--- config.mk ---
export PLATFORM = sky130hd
export DESIGN_NAME = tifp_top
export DESIGN_NICKNAME = d
export VERILOG_FILES = /design/src/rtl/tifp_pkg.sv /design/src/rtl/tifp_top.sv
export VERILOG_INCLUDE_DIRS = /design/src /design/src/rtl
export SDC_FILE = /design/constraint.sdc
export NUM_CORES = 1
export LEC_CHECK = 0
export BUFFER_PORTS_ARGS = -buffer_cell sky130_fd_sc_hd__buf_4
export CELL_PAD_IN_SITES_DETAIL_PLACEMENT = 0
export CELL_PAD_IN_SITES_GLOBAL_PLACEMENT = 1
export CORE_UTILIZATION = 40
export DETAILED_ROUTE_END_ITERATION = 10
export MAX_ROUTING_LAYER = met4
export PLACE_DENSITY_LB_ADDON = 0.05
export REMOVE_ABC_BUFFERS = 1
export SLEW_MARGIN = 5
export SYNTH_ARGS = -nofsm -noshare
export SYNTH_HDL_FRONTEND = slang
export SYNTH_SLANG_ARGS = --single-unit
--- constraint.sdc ---
create_clock -name ref_clk -period 3.5 [get_ports ref_clk]
set_input_delay 0.525 -clock ref_clk [delete_from_list [all_inputs] [get_ports ref_clk]]
set_output_delay 0.525 -clock ref_clk [all_outputs]
set_load 0.02 [all_outputs]
--- src/rtl/tifp_regs.svh ---
// register offsets, field positions and reset values of the timer flag/prescaler block
// assumes classic wishbone with 32-bit data, one register per aligned word
`ifndef TIFP_REGS_SVH
`define TIFP_REGS_SVH
`define TIFP_ADDR_W 4
`define TIFP_OFF_MASK 4'h0
`define TIFP_OFF_FLAGS 4'h1
`define TIFP_OFF_CAP_LO 4'h2
`define TIFP_OFF_CAP_HI 4'h3
`define TIFP_OFF_GTC 4'h4
`define TIFP_OFF_CSEL 4'h5
`define TIFP_OFF_CTRL 4'h6
`define TIFP_BIT_CAP 5
`define TIFP_BIT_CMPB 2
`define TIFP_BIT_CMPA 1
`define TIFP_BIT_OVF 0
`define TIFP_BIT_TSM 7
`define TIFP_BIT_PSR 0
`define TIFP_BIT_GIE 0
`define TIFP_BIT_ACSEL 1
`define TIFP_BIT_ICTOP 2
`define TIFP_BIT_NORMAL 3
`define TIFP_MASK_USED 8'h27
`define TIFP_RST_BYTE 8'h00
`define TIFP_PS_W 10
`define TIFP_DIV8_MSK 10'h007
`define TIFP_DIV64_MSK 10'h03f
`define TIFP_DIV256_MSK 10'h0ff
`define TIFP_DIV1024_MSK 10'h3ff
`endif

--- src/rtl/tifp_pkg.sv ---
// types shared by the timer flag/prescaler block
// assumes tifp_regs.svh supplies the numeric constants
package tifp_pkg;
  typedef enum logic [2:0] {
    TIFP_CS_STOP, TIFP_CS_DIV1, TIFP_CS_DIV8, TIFP_CS_DIV64,
    TIFP_CS_DIV256, TIFP_CS_DIV1024, TIFP_CS_EXT_FALL, TIFP_CS_EXT_RISE
  } tifp_csel_type;
  typedef enum logic [1:0] {TIFP_BUS_IDLE, TIFP_BUS_ACK} tifp_bus_type;
endpackage

--- src/rtl/tifp_top.sv ---
// timer interrupt flags, capture register with shared high-byte temp, shared prescaler
// assumes counter core outside supplies counter value and match/overflow events
`timescale 1ns/1ps
`default_nettype none
`include "tifp_regs.svh"
module tifp_top
  import tifp_pkg::*;
#(
  parameter int NUM_TIMERS = 3,
  parameter int CNT_W = 16
) (
  input wire logic ref_clk,
  input wire logic reset,
  input wire logic wb_cyc_i,
  input wire logic wb_stb_i,
  input wire logic wb_we_i,
  input wire logic [`TIFP_ADDR_W+1:0] wb_adr_i,
  input wire logic [3:0] wb_sel_i,
  input wire logic [31:0] wb_dat_i,
  output logic [31:0] wb_dat_o,
  output logic wb_ack_o,
  input wire logic [CNT_W-1:0] counter_value,
  input wire logic capture_pin_event,
  input wire logic comparator_event,
  input wire logic counter_at_top,
  input wire logic compare_a_match,
  input wire logic compare_b_match,
  input wire logic force_compare_a,
  input wire logic force_compare_b,
  input wire logic counter_overflow,
  input wire logic mode_overflow_event,
  input wire logic timer_tick,
  input wire logic [3:0] vector_ack,
  input wire logic [NUM_TIMERS-1:0] external_count_pin,
  output logic [NUM_TIMERS-1:0] count_tick,
  output logic [3:0] irq_request
);
  initial begin
    if (NUM_TIMERS < 1 || NUM_TIMERS > 8 || CNT_W != 16) begin
      $error("tifp_top: unsupported parameters");
    end
  end

  // bus decode
  logic bus_req, wr_stb, rd_stb;
  logic [`TIFP_ADDR_W-1:0] reg_idx;
  logic [7:0] wbyte;
  logic lane0;
  assign bus_req = wb_cyc_i && wb_stb_i && !wb_ack_o;
  assign reg_idx = wb_adr_i[`TIFP_ADDR_W+1:2];
  assign lane0 = wb_sel_i[0];
  assign wbyte = wb_dat_i[7:0];
  assign wr_stb = bus_req && wb_we_i && lane0;
  assign rd_stb = bus_req && !wb_we_i;

  logic wr_mask, wr_flags, wr_gtc, wr_csel, wr_ctrl, rd_cap_lo;
  assign wr_mask = wr_stb && (reg_idx == `TIFP_OFF_MASK);
  assign wr_flags = wr_stb && (reg_idx == `TIFP_OFF_FLAGS);
  assign wr_gtc = wr_stb && (reg_idx == `TIFP_OFF_GTC);
  assign wr_csel = wr_stb && (reg_idx == `TIFP_OFF_CSEL);
  assign wr_ctrl = wr_stb && (reg_idx == `TIFP_OFF_CTRL);
  assign rd_cap_lo = rd_stb && (reg_idx == `TIFP_OFF_CAP_LO);

  // registers
  logic [7:0] mask_q, flags_q, flags_d, ctrl_q, temp_q, gtc_q, gtc_d;
  logic [CNT_W-1:0] cap_q;
  logic [3*NUM_TIMERS-1:0] csel_q;
  logic [`TIFP_PS_W-1:0] ps_q, ps_d;

  always_ff @(posedge ref_clk or posedge reset) begin
    if (reset) begin
      mask_q <= `TIFP_RST_BYTE;
      ctrl_q <= `TIFP_RST_BYTE;
    end else begin
      if (wr_mask) begin
        mask_q <= wbyte & `TIFP_MASK_USED;
      end
      if (wr_ctrl) begin
        ctrl_q <= wbyte;
      end
    end
  end

  always_ff @(posedge ref_clk or posedge reset) begin
    if (reset) begin
      csel_q <= '0;
    end else if (wr_csel) begin
      csel_q <= wb_dat_i[3*NUM_TIMERS-1:0];
    end
  end

  // capture: comparator path chosen by control; disabled when capture is top
  logic cap_event;
  assign cap_event = !ctrl_q[`TIFP_BIT_ICTOP]
    && (ctrl_q[`TIFP_BIT_ACSEL] ? comparator_event : capture_pin_event);
  always_ff @(posedge ref_clk or posedge reset) begin
    if (reset) begin
      cap_q <= '0;
    end else if (cap_event) begin
      cap_q <= counter_value;
    end
  end

  // low-byte read latches the high byte so a later high read is coherent
  always_ff @(posedge ref_clk or posedge reset) begin
    if (reset) begin
      temp_q <= `TIFP_RST_BYTE;
    end else if (rd_cap_lo) begin
      temp_q <= cap_q[15:8];
    end
  end

  // flag sets; compare matches only count on a timer tick, forced strobes masked
  logic [7:0] flag_set, flag_clr;
  logic set_cap, set_a, set_b, set_ovf;
  assign set_cap = ctrl_q[`TIFP_BIT_ICTOP] ? counter_at_top : cap_event;
  assign set_a = timer_tick && compare_a_match && !force_compare_a;
  assign set_b = timer_tick && compare_b_match && !force_compare_b;
  assign set_ovf = ctrl_q[`TIFP_BIT_NORMAL] ? counter_overflow
                                             : mode_overflow_event;
  always_comb begin
    flag_set = '0;
    flag_set[`TIFP_BIT_CAP] = set_cap;
    flag_set[`TIFP_BIT_CMPB] = set_b;
    flag_set[`TIFP_BIT_CMPA] = set_a;
    flag_set[`TIFP_BIT_OVF] = set_ovf;
    flag_clr = wr_flags ? wbyte : 8'h00;
    flag_clr[`TIFP_BIT_CAP] = flag_clr[`TIFP_BIT_CAP] | vector_ack[3];
    flag_clr[`TIFP_BIT_CMPB] = flag_clr[`TIFP_BIT_CMPB] | vector_ack[2];
    flag_clr[`TIFP_BIT_CMPA] = flag_clr[`TIFP_BIT_CMPA] | vector_ack[1];
    flag_clr[`TIFP_BIT_OVF] = flag_clr[`TIFP_BIT_OVF] | vector_ack[0];
    flags_d = ((flags_q & ~flag_clr) | flag_set) & `TIFP_MASK_USED;
  end
  always_ff @(posedge ref_clk or posedge reset) begin
    if (reset) begin
      flags_q <= `TIFP_RST_BYTE;
    end else begin
      flags_q <= flags_d;
    end
  end

  // interrupt requests
  logic gie;
  logic [3:0] irq_d;
  assign gie = ctrl_q[`TIFP_BIT_GIE];
  assign irq_d[3] = gie && mask_q[`TIFP_BIT_CAP] && flags_q[`TIFP_BIT_CAP];
  assign irq_d[2] = gie && mask_q[`TIFP_BIT_CMPB] && flags_q[`TIFP_BIT_CMPB];
  assign irq_d[1] = gie && mask_q[`TIFP_BIT_CMPA] && flags_q[`TIFP_BIT_CMPA];
  assign irq_d[0] = gie && mask_q[`TIFP_BIT_OVF] && flags_q[`TIFP_BIT_OVF];
  always_ff @(posedge ref_clk or posedge reset) begin
    if (reset) begin
      irq_request <= '0;
    end else begin
      irq_request <= irq_d;
    end
  end

  // general control: psr self-clears unless sync mode holds it
  always_comb begin
    gtc_d = gtc_q;
    if (wr_gtc) begin
      gtc_d = 8'h00;
      gtc_d[`TIFP_BIT_TSM] = wbyte[`TIFP_BIT_TSM];
      gtc_d[`TIFP_BIT_PSR] = wbyte[`TIFP_BIT_PSR] && wbyte[`TIFP_BIT_TSM];
    end else if (!gtc_q[`TIFP_BIT_TSM]) begin
      gtc_d[`TIFP_BIT_PSR] = 1'b0;
    end
  end
  always_ff @(posedge ref_clk or posedge reset) begin
    if (reset) begin
      gtc_q <= `TIFP_RST_BYTE;
    end else begin
      gtc_q <= gtc_d;
    end
  end

  // free-running prescaler, cleared while reset bit written or held
  logic ps_clear;
  assign ps_clear = gtc_q[`TIFP_BIT_PSR] || (wr_gtc && wbyte[`TIFP_BIT_PSR]);
  assign ps_d = ps_clear ? '0 : ps_q + 1'b1;
  always_ff @(posedge ref_clk or posedge reset) begin
    if (reset) begin
      ps_q <= '0;
    end else begin
      ps_q <= ps_d;
    end
  end

  // taps fire when the low bits reach all ones, the cycle before they wrap to zero
  logic tap8, tap64, tap256, tap1024;
  assign tap8 = !ps_clear && ((ps_q & `TIFP_DIV8_MSK) == `TIFP_DIV8_MSK);
  assign tap64 = !ps_clear && ((ps_q & `TIFP_DIV64_MSK) == `TIFP_DIV64_MSK);
  assign tap256 = !ps_clear && ((ps_q & `TIFP_DIV256_MSK) == `TIFP_DIV256_MSK);
  assign tap1024 = !ps_clear && ((ps_q & `TIFP_DIV1024_MSK) == `TIFP_DIV1024_MSK);

  // per-timer pin sampling, edge detect and source select
  genvar t;
  generate
    for (t = 0; t < NUM_TIMERS; t = t + 1) begin : g_tmr
      logic s1_q, s2_q, s3_q, tick_d;
      logic rise, fall;
      tifp_csel_type cs;
      assign cs = tifp_csel_type'(csel_q[3*t+2:3*t]);
      assign rise = s2_q && !s3_q;
      assign fall = !s2_q && s3_q;
      always_ff @(posedge ref_clk or posedge reset) begin
        if (reset) begin
          s1_q <= 1'b0;
          s2_q <= 1'b0;
          s3_q <= 1'b0;
        end else begin
          s1_q <= external_count_pin[t];
          s2_q <= s1_q;
          s3_q <= s2_q;
        end
      end
      always_comb begin
        case (cs)
          TIFP_CS_STOP: tick_d = 1'b0;
          TIFP_CS_DIV1: tick_d = !ps_clear;
          TIFP_CS_DIV8: tick_d = tap8;
          TIFP_CS_DIV64: tick_d = tap64;
          TIFP_CS_DIV256: tick_d = tap256;
          TIFP_CS_DIV1024: tick_d = tap1024;
          TIFP_CS_EXT_FALL: tick_d = fall;
          TIFP_CS_EXT_RISE: tick_d = rise;
          default: tick_d = 1'b0;
        endcase
      end
      always_ff @(posedge ref_clk or posedge reset) begin
        if (reset) begin
          count_tick[t] <= 1'b0;
        end else begin
          count_tick[t] <= tick_d;
        end
      end
    end
  endgenerate

  // read mux and single-wait ack
  logic [7:0] rd_byte;
  always_comb begin
    case (reg_idx)
      `TIFP_OFF_MASK: rd_byte = mask_q;
      `TIFP_OFF_FLAGS: rd_byte = flags_q;
      `TIFP_OFF_CAP_LO: rd_byte = cap_q[7:0];
      `TIFP_OFF_CAP_HI: rd_byte = temp_q;
      `TIFP_OFF_GTC: rd_byte = gtc_q;
      `TIFP_OFF_CSEL: rd_byte = 8'(csel_q);
      `TIFP_OFF_CTRL: rd_byte = ctrl_q;
      default: rd_byte = 8'h00;
    endcase
  end
  always_ff @(posedge ref_clk or posedge reset) begin
    if (reset) begin
      wb_ack_o <= 1'b0;
      wb_dat_o <= '0;
    end else begin
      wb_ack_o <= bus_req;
      wb_dat_o <= rd_stb ? {24'h000000, rd_byte} : 32'h00000000;
    end
  end
endmodule
`default_nettype wire

Word level (Yosys, flattened, before mapping)
Cells that the tools add are included.
{"block": "op_classes", "n_addsub": 1, "n_eq_ne": 32, "muxes": 12, "bitwise_logic": 7, "n_reduce_logical": 53}
{"cell": "one-hot mux 8 bit (7 select lines)", "count": 1}
{"cell": "equality test 3 bit, second input constant", "count": 13}
{"cell": "logical AND 1 bit", "count": 36}
{"cell": "one-hot mux 1 bit (8 select lines)", "count": 3}
{"cell": "equality test 3 x 2 -> 1 bit, second input constant", "count": 6}
{"cell": "equality test 4 x 3 -> 1 bit, second input constant", "count": 3}
{"cell": "zero test 1 bit", "count": 12}
{"cell": "adder 10 x 1 -> 10 bit, second input constant", "count": 1}
{"cell": "equality test 10 bit, second input constant", "count": 1}
{"cell": "2-to-1 mux 10 bit", "count": 1}
{"cell": "equality test 3 x 1 -> 1 bit, second input constant", "count": 3}
{"cell": "zero test 3 bit", "count": 3}
{"cell": "equality test 4 x 2 -> 1 bit, second input constant", "count": 2}
{"cell": "equality test 8 bit, second input constant", "count": 1}
{"cell": "2-to-1 mux 8 bit", "count": 1}
{"cell": "AND 6 bit", "count": 1}
{"cell": "equality test 6 bit, second input constant", "count": 1}
{"cell": "2-to-1 mux 6 bit", "count": 1}
{"cell": "NOT 6 bit", "count": 1}
{"cell": "bitwise OR 6 bit", "count": 1}
{"cell": "2-to-1 mux 1 bit", "count": 5}
{"cell": "equality test 4 x 1 -> 1 bit, second input constant", "count": 1}
{"cell": "zero test 4 bit", "count": 1}
{"cell": "bitwise OR 1 bit", "count": 4}
{"cell": "other kinds (2)", "count": 2}
{"block": "totals", "ff_bits": 86, "inputBits": 80, "out_inout_bits": 40, "word_cells": 129}

Depth between registers and ports, before layout
Gate-level depths: netlist of the first run.
{"block": "depth", "ltp_word": 10, "mapped_depth": 6, "ltp_nobuf": 6}

Worst setup path before layout of the first run
OpenSTA, ideal clock, no wires.
{"block": "synth_timing", "kind": "input -> register", "startpoint": "in wb_adr_i[4]", "endpoint": "reg csel_q[0]", "setup_ns": 0.125, "t_arrival_ns": 1.581, "required_ns": 3.375, "path_slack_ns": 1.794, "path_stages": 5, "path_buffers": 1, "path_cell_list": "buf_6 > nand4b_4 > or2_4 > nor2_8 > mux2_4"}
{"block": "synth_via", "elab_chain_len": 2}
{"element": "start, declared", "line": "tifp_top.sv:17", "rtl": "input wire logic [`TIFP_ADDR_W+1:0] wb_adr_i,"}
{"element": "equality test 4 x 3 -> 1 bit"}
{"element": "logical AND 1 bit", "line": "tifp_top.sv:60", "rtl": "assign wr_csel = wr_stb && (reg_idx == `TIFP_OFF_CSEL);"}
{"element": "end signal, assigned", "line": "tifp_top.sv:88", "rtl": "csel_q <= wb_dat_i[3*NUM_TIMERS-1:0];"}
{"element": "end, declared", "line": "tifp_top.sv:67", "rtl": "logic [3*NUM_TIMERS-1:0] csel_q;"}
No other way between the ends.
A chain may end at the register's enable or synchronous reset.

Worst setup path in the final report of the first run
{"block": "layout_timing", "startpoint": "reg ctrl_q[1]", "endpoint": "reg cap_q[12]"}
{"block": "layout_via", "elab_chain_len": 2}
{"element": "start, declared", "line": "tifp_top.sv:65", "rtl": "logic [7:0] mask_q, flags_q, flags_d, ctrl_q, temp_q, gtc_q, gtc_d;"}
{"element": "start signal, assigned", "line": "tifp_top.sv:73", "rtl": "ctrl_q <= `TIFP_RST_BYTE;"}
{"element": "start signal, assigned", "line": "tifp_top.sv:79", "rtl": "ctrl_q <= wbyte;"}
{"element": "2-to-1 mux 1 bit", "line": "tifp_top.sv:95", "rtl": "&& (ctrl_q[`TIFP_BIT_ACSEL] ? comparator_event : capture_pin_event);"}
{"element": "logical AND 1 bit", "line": "tifp_top.sv:94", "rtl": "assign cap_event = !ctrl_q[`TIFP_BIT_ICTOP]"}
{"element": "end signal, assigned", "line": "tifp_top.sv:100", "rtl": "cap_q <= counter_value;"}
{"element": "end, declared", "line": "tifp_top.sv:66", "rtl": "logic [CNT_W-1:0] cap_q;"}
No other way between the ends.

==> results.yml, run 1 <==
run_status:
  outcome: "complete, no violations"
worst_setup_path:
  path_cells: "mux2i_1 -> nor2_2 -> mux2_2"
  worstSetupPathType: "reg2reg"
  critPathTopFamily: "simple AND/OR/NAND/NOR gates"
  end_kind: "register"
  slowest_delay_ns: 0.67
  cp_data_required_time_ns: 3.75
  cp.arrival_ns: 2.05
  critPathBufInv: 0
  start_kind: "register"
  path_max_fanout: 17
  cpMaxStageDelayCell: "nor2_2"
die:
  coreArea_um2: 9820
  initial_core_util_pct: 41.6
  boundaryPins: 120
  num_rows: 36
  die_w_um: 103
  dieArea_um2: 10600
  die_h_um: 103
clock_network:
  path_clk_slew_ns: 0.09
  clockBufferDepth: 2
  worstSkewPairLatency_ns: 0.37
  cts_tree: "done"
  cts_buffers: 9
  ctsResizeCount: 0
  cts_max_level: 3
  cts_root_buf: "clkbuf_8"
  ctsHoldBuffers: 0
  post_cts_buffers: 0
  clock_sinks: 86
grt:
  grt_usage_pct: 18.2
  grt_pass1_vias: 2641
  grt_overflow_total: 0
  antenna_found_initial: 0
  grt_pass1_wl_um: 13600
  grt_max_degree: 35
run:
  drv_cap: 0
finish:
  multi_input_area_um2: 1760
  num-nets-final: 485
  final_cell_area_um2: 4870
  mostFrequentLayoutCell: "dfrtp_1"
  fin_cells: 541
  final_util_pct: 49.6
  register_area_um2: 2150
  layout-drive-gt1-share_pct: 35.5
  layout_common_cells: "86 x dfrtp_1, 69 x buf_4, 36 x mux2_2"
  area_growth_pct: 19.2
  fillers: 913
  antenna_cells: 0
synthesis:
  synth_flop_cell: "dfrtp_1"
  ys_seq_area_share_pct: 52.7
  ys_warn_count: 0
  synth_top_area_cell: "dfrtp_1"
  synthDistinctLibCells: 58
  syn_area_um2: 4090
  synthTopCellsByArea: "dfrtp_1 53%, mux2_2 9.9%, buf_4 4.8%, mux2_4 3.3%, nor2_1 2.2%"
  postSynthAreaPerCell_um2: 12.4
  synthesis.instances: 330
  ys_seq_elements: 86
  synthArstFlopShare_pct: 100
  synth_edf_count: 0
  yosysTopAreaCellShare_pct: 52.7
timing:
  worst_hold_slack_ns: 0.177
  setup_violations: 0
  min_period_ns: 1.79
  fmax_mhz: 557
  rsz0062_at_grt: "false"
  finalHoldViolations: 0
  fin_worst_skew_ns: 0.00829
  setup_tns_ns: 0
  drv_slew: 0
  worst_pin_slew_ns: 0.885
  max_slew_margin_pct: 40.9
  timing.final.crit_share_pct: 51.3
pwr:
  p_leak_nw: 2.33
  p_switching_mw: 0.618
  power_frac_seq_pct: 51.5
  ir_drop_mv: 0.237
  p_comb_share_pct: 13.6
  swShare_pct: 26.7
  p_per_area_nw_per_um2: 476
  internal-power_mw: 1.70
  clockPowerShare_pct: 34.9
detailed_routing:
  top_layer: "met4"
  first_pass_iters: 6
  met3WireLength_um: 337
  drt-total-wl_um: 8480
  vias_per_cell: 5.04
  ant_nets: 0
  post_drt_wl_per_cell_um: 15.7
  drt_iter0_markers: 76
  m1WireLength_um: 4050
  drc: 0
  route.vias.total: 2729
  dr_wl_met2_um: 3940
place:
  place_hpwl_um: 6120
  port_buffers: 67
  finalWeightedCongestion: 0.774
  placed_area_um2: 4640
  dpl.cell_count: 525
worst_hold_path:
  hold_path.class: "in2async"
==> power groups by stage <==
stage | Clock [mW] | Combinational, mW | Sequential, mW
after floorplan | 0 | 0.210 | 1.19
after global placement | 0 | 0.312 | 1.21
after detailed placement | 0 | 0.319 | 1.22
after CTS | 0.831 | 0.321 | 1.20
after global routing | 0.879 | 0.355 | 1.21
final | 0.809 | 0.315 | 1.19
==> registers in the layout, indices dropped and copies added (netlist names) <==
| register | flops |
|---|---|
| ps_q | 10 |
| cap_q | 16 |
| csel_q | 9 |
| gtc_q | 2 |
| wb_ack_o | 1 |
| mask_q | 4 |
| ctrl_q | 8 |
| irq_request | 4 |
| wb_dat_o | 8 |
| temp_q | 8 |
| count_tick | 3 |
| g_tmr.s2_q | 3 |
| g_tmr.s3_q | 3 |
| g_tmr.s1_q | 3 |
| flags_q | 4 |
==> final timing paths <==
| path | cells past startpoint | slack [ns] | endpoint | startpoint |
|---|---|---|---|---|
| max reg2reg | 3 | 1.71 | cap_q[12]$_DFFE_PP0P_ | ctrl_q[1]$_DFFE_PP0P_ |
| min in group ref_clk | 1 | 0.26 | g_tmr[1].s1_q$_DFF_PP0_ | external_count_pin[1] |
| min reg2reg | 0 | 0.35 | g_tmr[0].s2_q$_DFF_PP0_ | g_tmr[0].s1_q$_DFF_PP0_ |
| max | 3 | 1.71 | cap_q[12]$_DFFE_PP0P_ | ctrl_q[1]$_DFFE_PP0P_ |
| min | 2 | 0.18 | mask_q[0]$_DFFE_PP0P_ | reset |
| max in group asynchronous | 3 | 2.51 | temp_q[7]$_DFFE_PP0P_ | reset |
==> stage by stage <==
stage / power (mW) / setup slack [ns]
floorplan: 1.40 / 0.753
global placement: 1.52 / 1.32
detailed placement: 1.54 / 1.34
CTS: 2.35 / 1.67
global route: 2.45 / 1.61
finish: 2.32 / 1.71
==> cell usage after synthesis (2+ instances only) <==
master    count
or3b_2        2
o41ai_1       2
buf_4        26
a22oi_1       3
ha_1          2
and3_1        5
a21boi_0      3
or2_4         2
a21oi_1      11
a22o_1        4
o22ai_1       2
nor2b_1       5
dfrtp_1      86
o211ai_1      2
o21ai_0       5
a222oi_1      5
nand2_1      19
nand2b_1      3
xnor2_1       2
inv_1        10
mux2i_1       8
mux2_2       36
nor3_1        6
buf_2         2
nand4_1       2
or3_1         2
nand3b_1      2
nor2_1       24
a211o_1       5
a221oi_1      2
xor2_1        5
mux2_4        9
nand3_1       2
nor2_8        2
==> kinds of logic (layout without fill, tap and decap cells) <==
logic type	count (synthesis)	count (layout)	synth area share [%]
AOI/OAI and AO/OA	50	50	9.28
xor gates and xnor gates	7	7	1.50
adders and majority gates	2	2	0.612
buffers and inverters	40	95	6.31
DFF	86	86	52.7
muxes	55	55	16.1
other	1	24	0.0918
and+or+nand+nor	89	89	13.4
==> routing by layer <==
layer  up-vias  global-route usage [%]
li1       1285                       -
met1      1351                    24.0
met2        79                    27.0
met3        14                    3.66
met4         0                    8.34
met5         -                       -
==> cell type report <==
| cell class | count | area share [%] |
|---|---|---|
| well taps | 133 | 3.42 |
| inverters | 10 | 0.796 |
| clock buffers | 11 | 3.11 |
| multi-input cells | 227 | 36.2 |
| repair buffers | 69 | 10.6 |
| flip-flops and latches | 86 | 44.2 |
| clock inverters | 5 | 1.67 |
Power figures use the tool's default switching activity.
==> inputs of run 2 (changes only) <==
Settings changed: ABC_AREA set to 1, CORE_UTILIZATION 40 to 37.
Clock period 3.5 ns to 1.7 ns, I/O delays scaled along.
==> run 2 against run 1 <==
Effect of this change:
- clock power rose by 95%
- register-to-register slack got worse by 1.5 ns
- highest routed layer unchanged
- non-clock buffer count rose by 8
- hold slack got worse by 0.13 ns
- clock skew rose by 0.0026 ns
- synthesized area fell by 1.7%
- cell area rose by 0.69%
- global-route usage rose by 0.51 points
- die area rose by 6.2%
- utilization fell by 2.5 points
- first-iteration DRC count rose by 100%
==> results.yml, run 2 <==
run_status:
  outcome: "complete, no violations"
timing:
  min_period_ns: 1.50
  fmax_mhz: 668
  fin_worst_skew_ns: 0.0109
  timing.final.crit_share_pct: 88.0
  setup_violations: 0
  finalHoldViolations: 0
  rsz0062_at_grt: "false"
  drv_slew: 0
detailed_routing:
  drt-total-wl_um: 9200
  route.vias.total: 3212
  drt_iter0_markers: 153
  ant_nets: 0
  first_pass_iters: 4
  post_drt_wl_per_cell_um: 13.1
  drc: 0
  vias_per_cell: 4.58
finish:
  layout-drive-gt1-share_pct: 21.6
  fillers: 1074
  num-nets-final: 643
  area_growth_pct: 22.0
  layout_common_cells: "165 x nand2_1, 85 x dfrtp_1, 70 x buf_4"
  largest_reg_flops: 16
  register_area_um2: 2150
  largest_registers: "cap_q (16), ps_q (10), csel_q (9)"
  top_register: "cap_q"
  fin_cells: 702
  mostFrequentLayoutCell: "nand2_1"
  final_util_pct: 47.1
  multi_input_area_um2: 1560
  antenna_cells: 0
clock_network:
  cts_tree: "done"
  clock_sinks: 86
  cts_max_level: 3
  worstSkewPairLatency_ns: 0.37
  clockBufferDepth: 2
  cts_buffers: 9
  path_clk_slew_ns: 0.09
  cts_root_buf: "clkbuf_8"
place:
  port_buffers: 67
  dpl.cell_count: 682
  finalWeightedCongestion: 0.814
  place_hpwl_um: 6860
pwr:
  p_leak_nw: 2.53
  ir_drop_mv: 0.755
  p_per_area_nw_per_um2: 981
  power_mw: 4.81
synthesis:
  synth_common_cells: "165 x nand2_1, 86 x dfrtp_1, 47 x nor2_1"
  synth_edf_count: 0
  synthesis.instances: 479
  synthArstFlopShare_pct: 100
  synthDistinctLibCells: 36
  synth_top_area_cell: "dfrtp_1"
  ys_warn_count: 0
  postSynthAreaPerCell_um2: 8.39
  synth_flop_cell: "dfrtp_1"
  synth_most_common_cell: "nand2_1"
  ys_seq_area_share_pct: 53.5
  synthTopCellsByArea: "dfrtp_1 54%, nand2_1 15%, buf_4 4.5%, nor2_1 4.4%, inv_1 3.6%"
  yosysTopAreaCellShare_pct: 53.5
  ys_seq_elements: 86
  syn_area_um2: 4020
run:
  drv_cap: 0
grt:
  grt_overflow_total: 0
  grt_max_degree: 31
  grt_usage_pct: 18.7
  antenna_found_initial: 0
  grt_pass1_wl_um: 15500
  grt_pass1_vias: 3125
die:
  die_w_um: 106
  die_h_um: 106
  initial_core_util_pct: 38.6
  dieArea_um2: 11300
  coreArea_um2: 10400
  boundaryPins: 120
  num_rows: 37
worst_setup_path:
  path_max_fanout: 10
  start_kind: "register"
  cp.arrival_ns: 1.75
  rr_worst_depth: 8
  slowest_delay_ns: 0.39
  path_cells: "inv_1 -> nand3_2 -> nor2_4 -> nand3_2 -> nand2_4 -> inv_2 -> o21ai_1 -> nor2_1"
  cp.depth: 8
  rrSetupSlack_ns: 0.20
  regToRegEndpoint: "ps_q[4]$_DFF_PP0_"
  end_kind: "register"
  cp_data_required_time_ns: 1.96
  cpMaxStageDelayCell: "dfrtp_1"
  worstSetupPathType: "reg2reg"
  critPathBufInv: 2
  crit_top_cell: "nand3_2"
  reg2reg_from: "wb_ack_o$_DFF_PP0_"
  critPathTopFamily: "simple AND/OR/NAND/NOR gates"
worst_hold_path:
  min_from: "force_compare_a"
  hold_path.class: "in2reg"
  holdPathStages: 2
  worst_hold_path.endpoint: "flags_q[1]$_DFF_PP0_"
run 2: cell types whose count changed in the layout (fill, tap and decap cells not counted), sizes merged, moves of 4 or more:
| cell | change |
|---|---|
| a22o | -4 |
| nor2b | -5 |
| a211o | -5 |
| nor2 | +25 |
| a222oi | -5 |
| and3 | -4 |
| nand3 | +19 |
| nand2 | +151 |
| buf | +4 |
| inv | +35 |
| mux2 | -46 |
| o21ai | +27 |
| dlygate4sd3 | +4 |
| mux2i | -7 |
run 2: worst max path at each step:
| stage | from | endpoint | slack (ns) |
|---|---|---|---|
| after global placement | ps_q[0]$_DFF_PP0_ | count_tick[0]$_DFF_PP0_ | 0.19 |
| after CTS | ps_q[0]$_DFF_PP0_ | count_tick[0]$_DFF_PP0_ | 0.17 |
| after detailed placement | ps_q[0]$_DFF_PP0_ | count_tick[0]$_DFF_PP0_ | 0.18 |
| final | wb_ack_o$_DFF_PP0_ | ps_q[4]$_DFF_PP0_ | 0.20 |
| after floorplan | reset | cap_q[0]$_DFFE_PP0P_ | -0.78 |
| after global routing | ps_q[0]$_DFF_PP0_ | count_tick[2]$_DFF_PP0_ | 0.03 |
run 2: cell type report:
| cell class | count | share of cell area (%) |
|---|---|---|
| Inverter | 47 | 3.65 |
| Tap cell | 136 | 3.47 |
| Timing Repair Buffer | 77 | 12.8 |
| Multi-Input combinational cell | 340 | 31.8 |
| Sequential cell | 86 | 43.9 |
| Clock inverter | 4 | 1.43 |
| Clock buffer | 12 | 2.96 |
run 2: stage by stage:
| stage | area [um2] | TNS, ns | setup slack [ns] | hold WS (ns) |
|---|---|---|---|---|
| 6_report | 4900 | 0 | 0.204 | 0.0466 |
| 5_1_grt | 4900 | 0 | 0.0280 | 0.0322 |
| 4_1_cts | 4900 | 0 | 0.166 | 0.0249 |
| 3_5_place_dp | 4650 | 0 | 0.177 | 0.219 |
| 3_3_place_gp | 4650 | 0 | 0.186 | 0.219 |
| 2_1_floorplan | 3890 | -66.81 | -0.777 | 0.286 |
run 2: worst reg2reg max path: stages, from the launching register on:
cell	delay, ns
dfrtp_1	0.39
inv_1	0.07
nand3_2	0.13
nor2_4	0.25
nand3_2	0.21
nand2_4	0.18
inv_2	0.05
o21ai_1	0.07
nor2_1	0.05
run 2: where the power goes:
group          internal, mW  leakage (nW)  switching, mW  total (mW)
Clock                 0.865         0.110          0.719        1.58
Sequential             2.27          1.10          0.176        2.45
Combinational         0.325          1.31          0.455       0.780
Total                  3.46          2.53           1.35        4.81
run 2: logic make-up (layout without fill, tap and decap cells):
logic type,after synthesis,count (layout),share of synthesized area [%]
AND/OR/NAND/NOR,257,257,27.0
flip-flops,86,86,53.5
buffers and inverters,76,140,9.81
AO/OA/AOI/OAI,52,52,7.78
XOR/XNOR,4,4,0.872
adder cells (fa/ha/maj),2,2,0.623
other,1,24,0.0933
multiplexers,1,1,0.249
run 2: metal layers:
layer	share of wire, %	vias to the layer above	global-route usage [%]
li1	-	1621	-
met1	48	1504	24.2
met2	47	78	28.7
met3	4.2	9	5.33
met4	0.99	0	5.06
met5	0	-	-
run 2: what timing repair did:
action,in CTS,in global routing
setup buffers,0,0
hold buffers,4,0
resized for setup,0,2
hold endpoints to repair,15,0
endpoints found under the setup margin,0,2
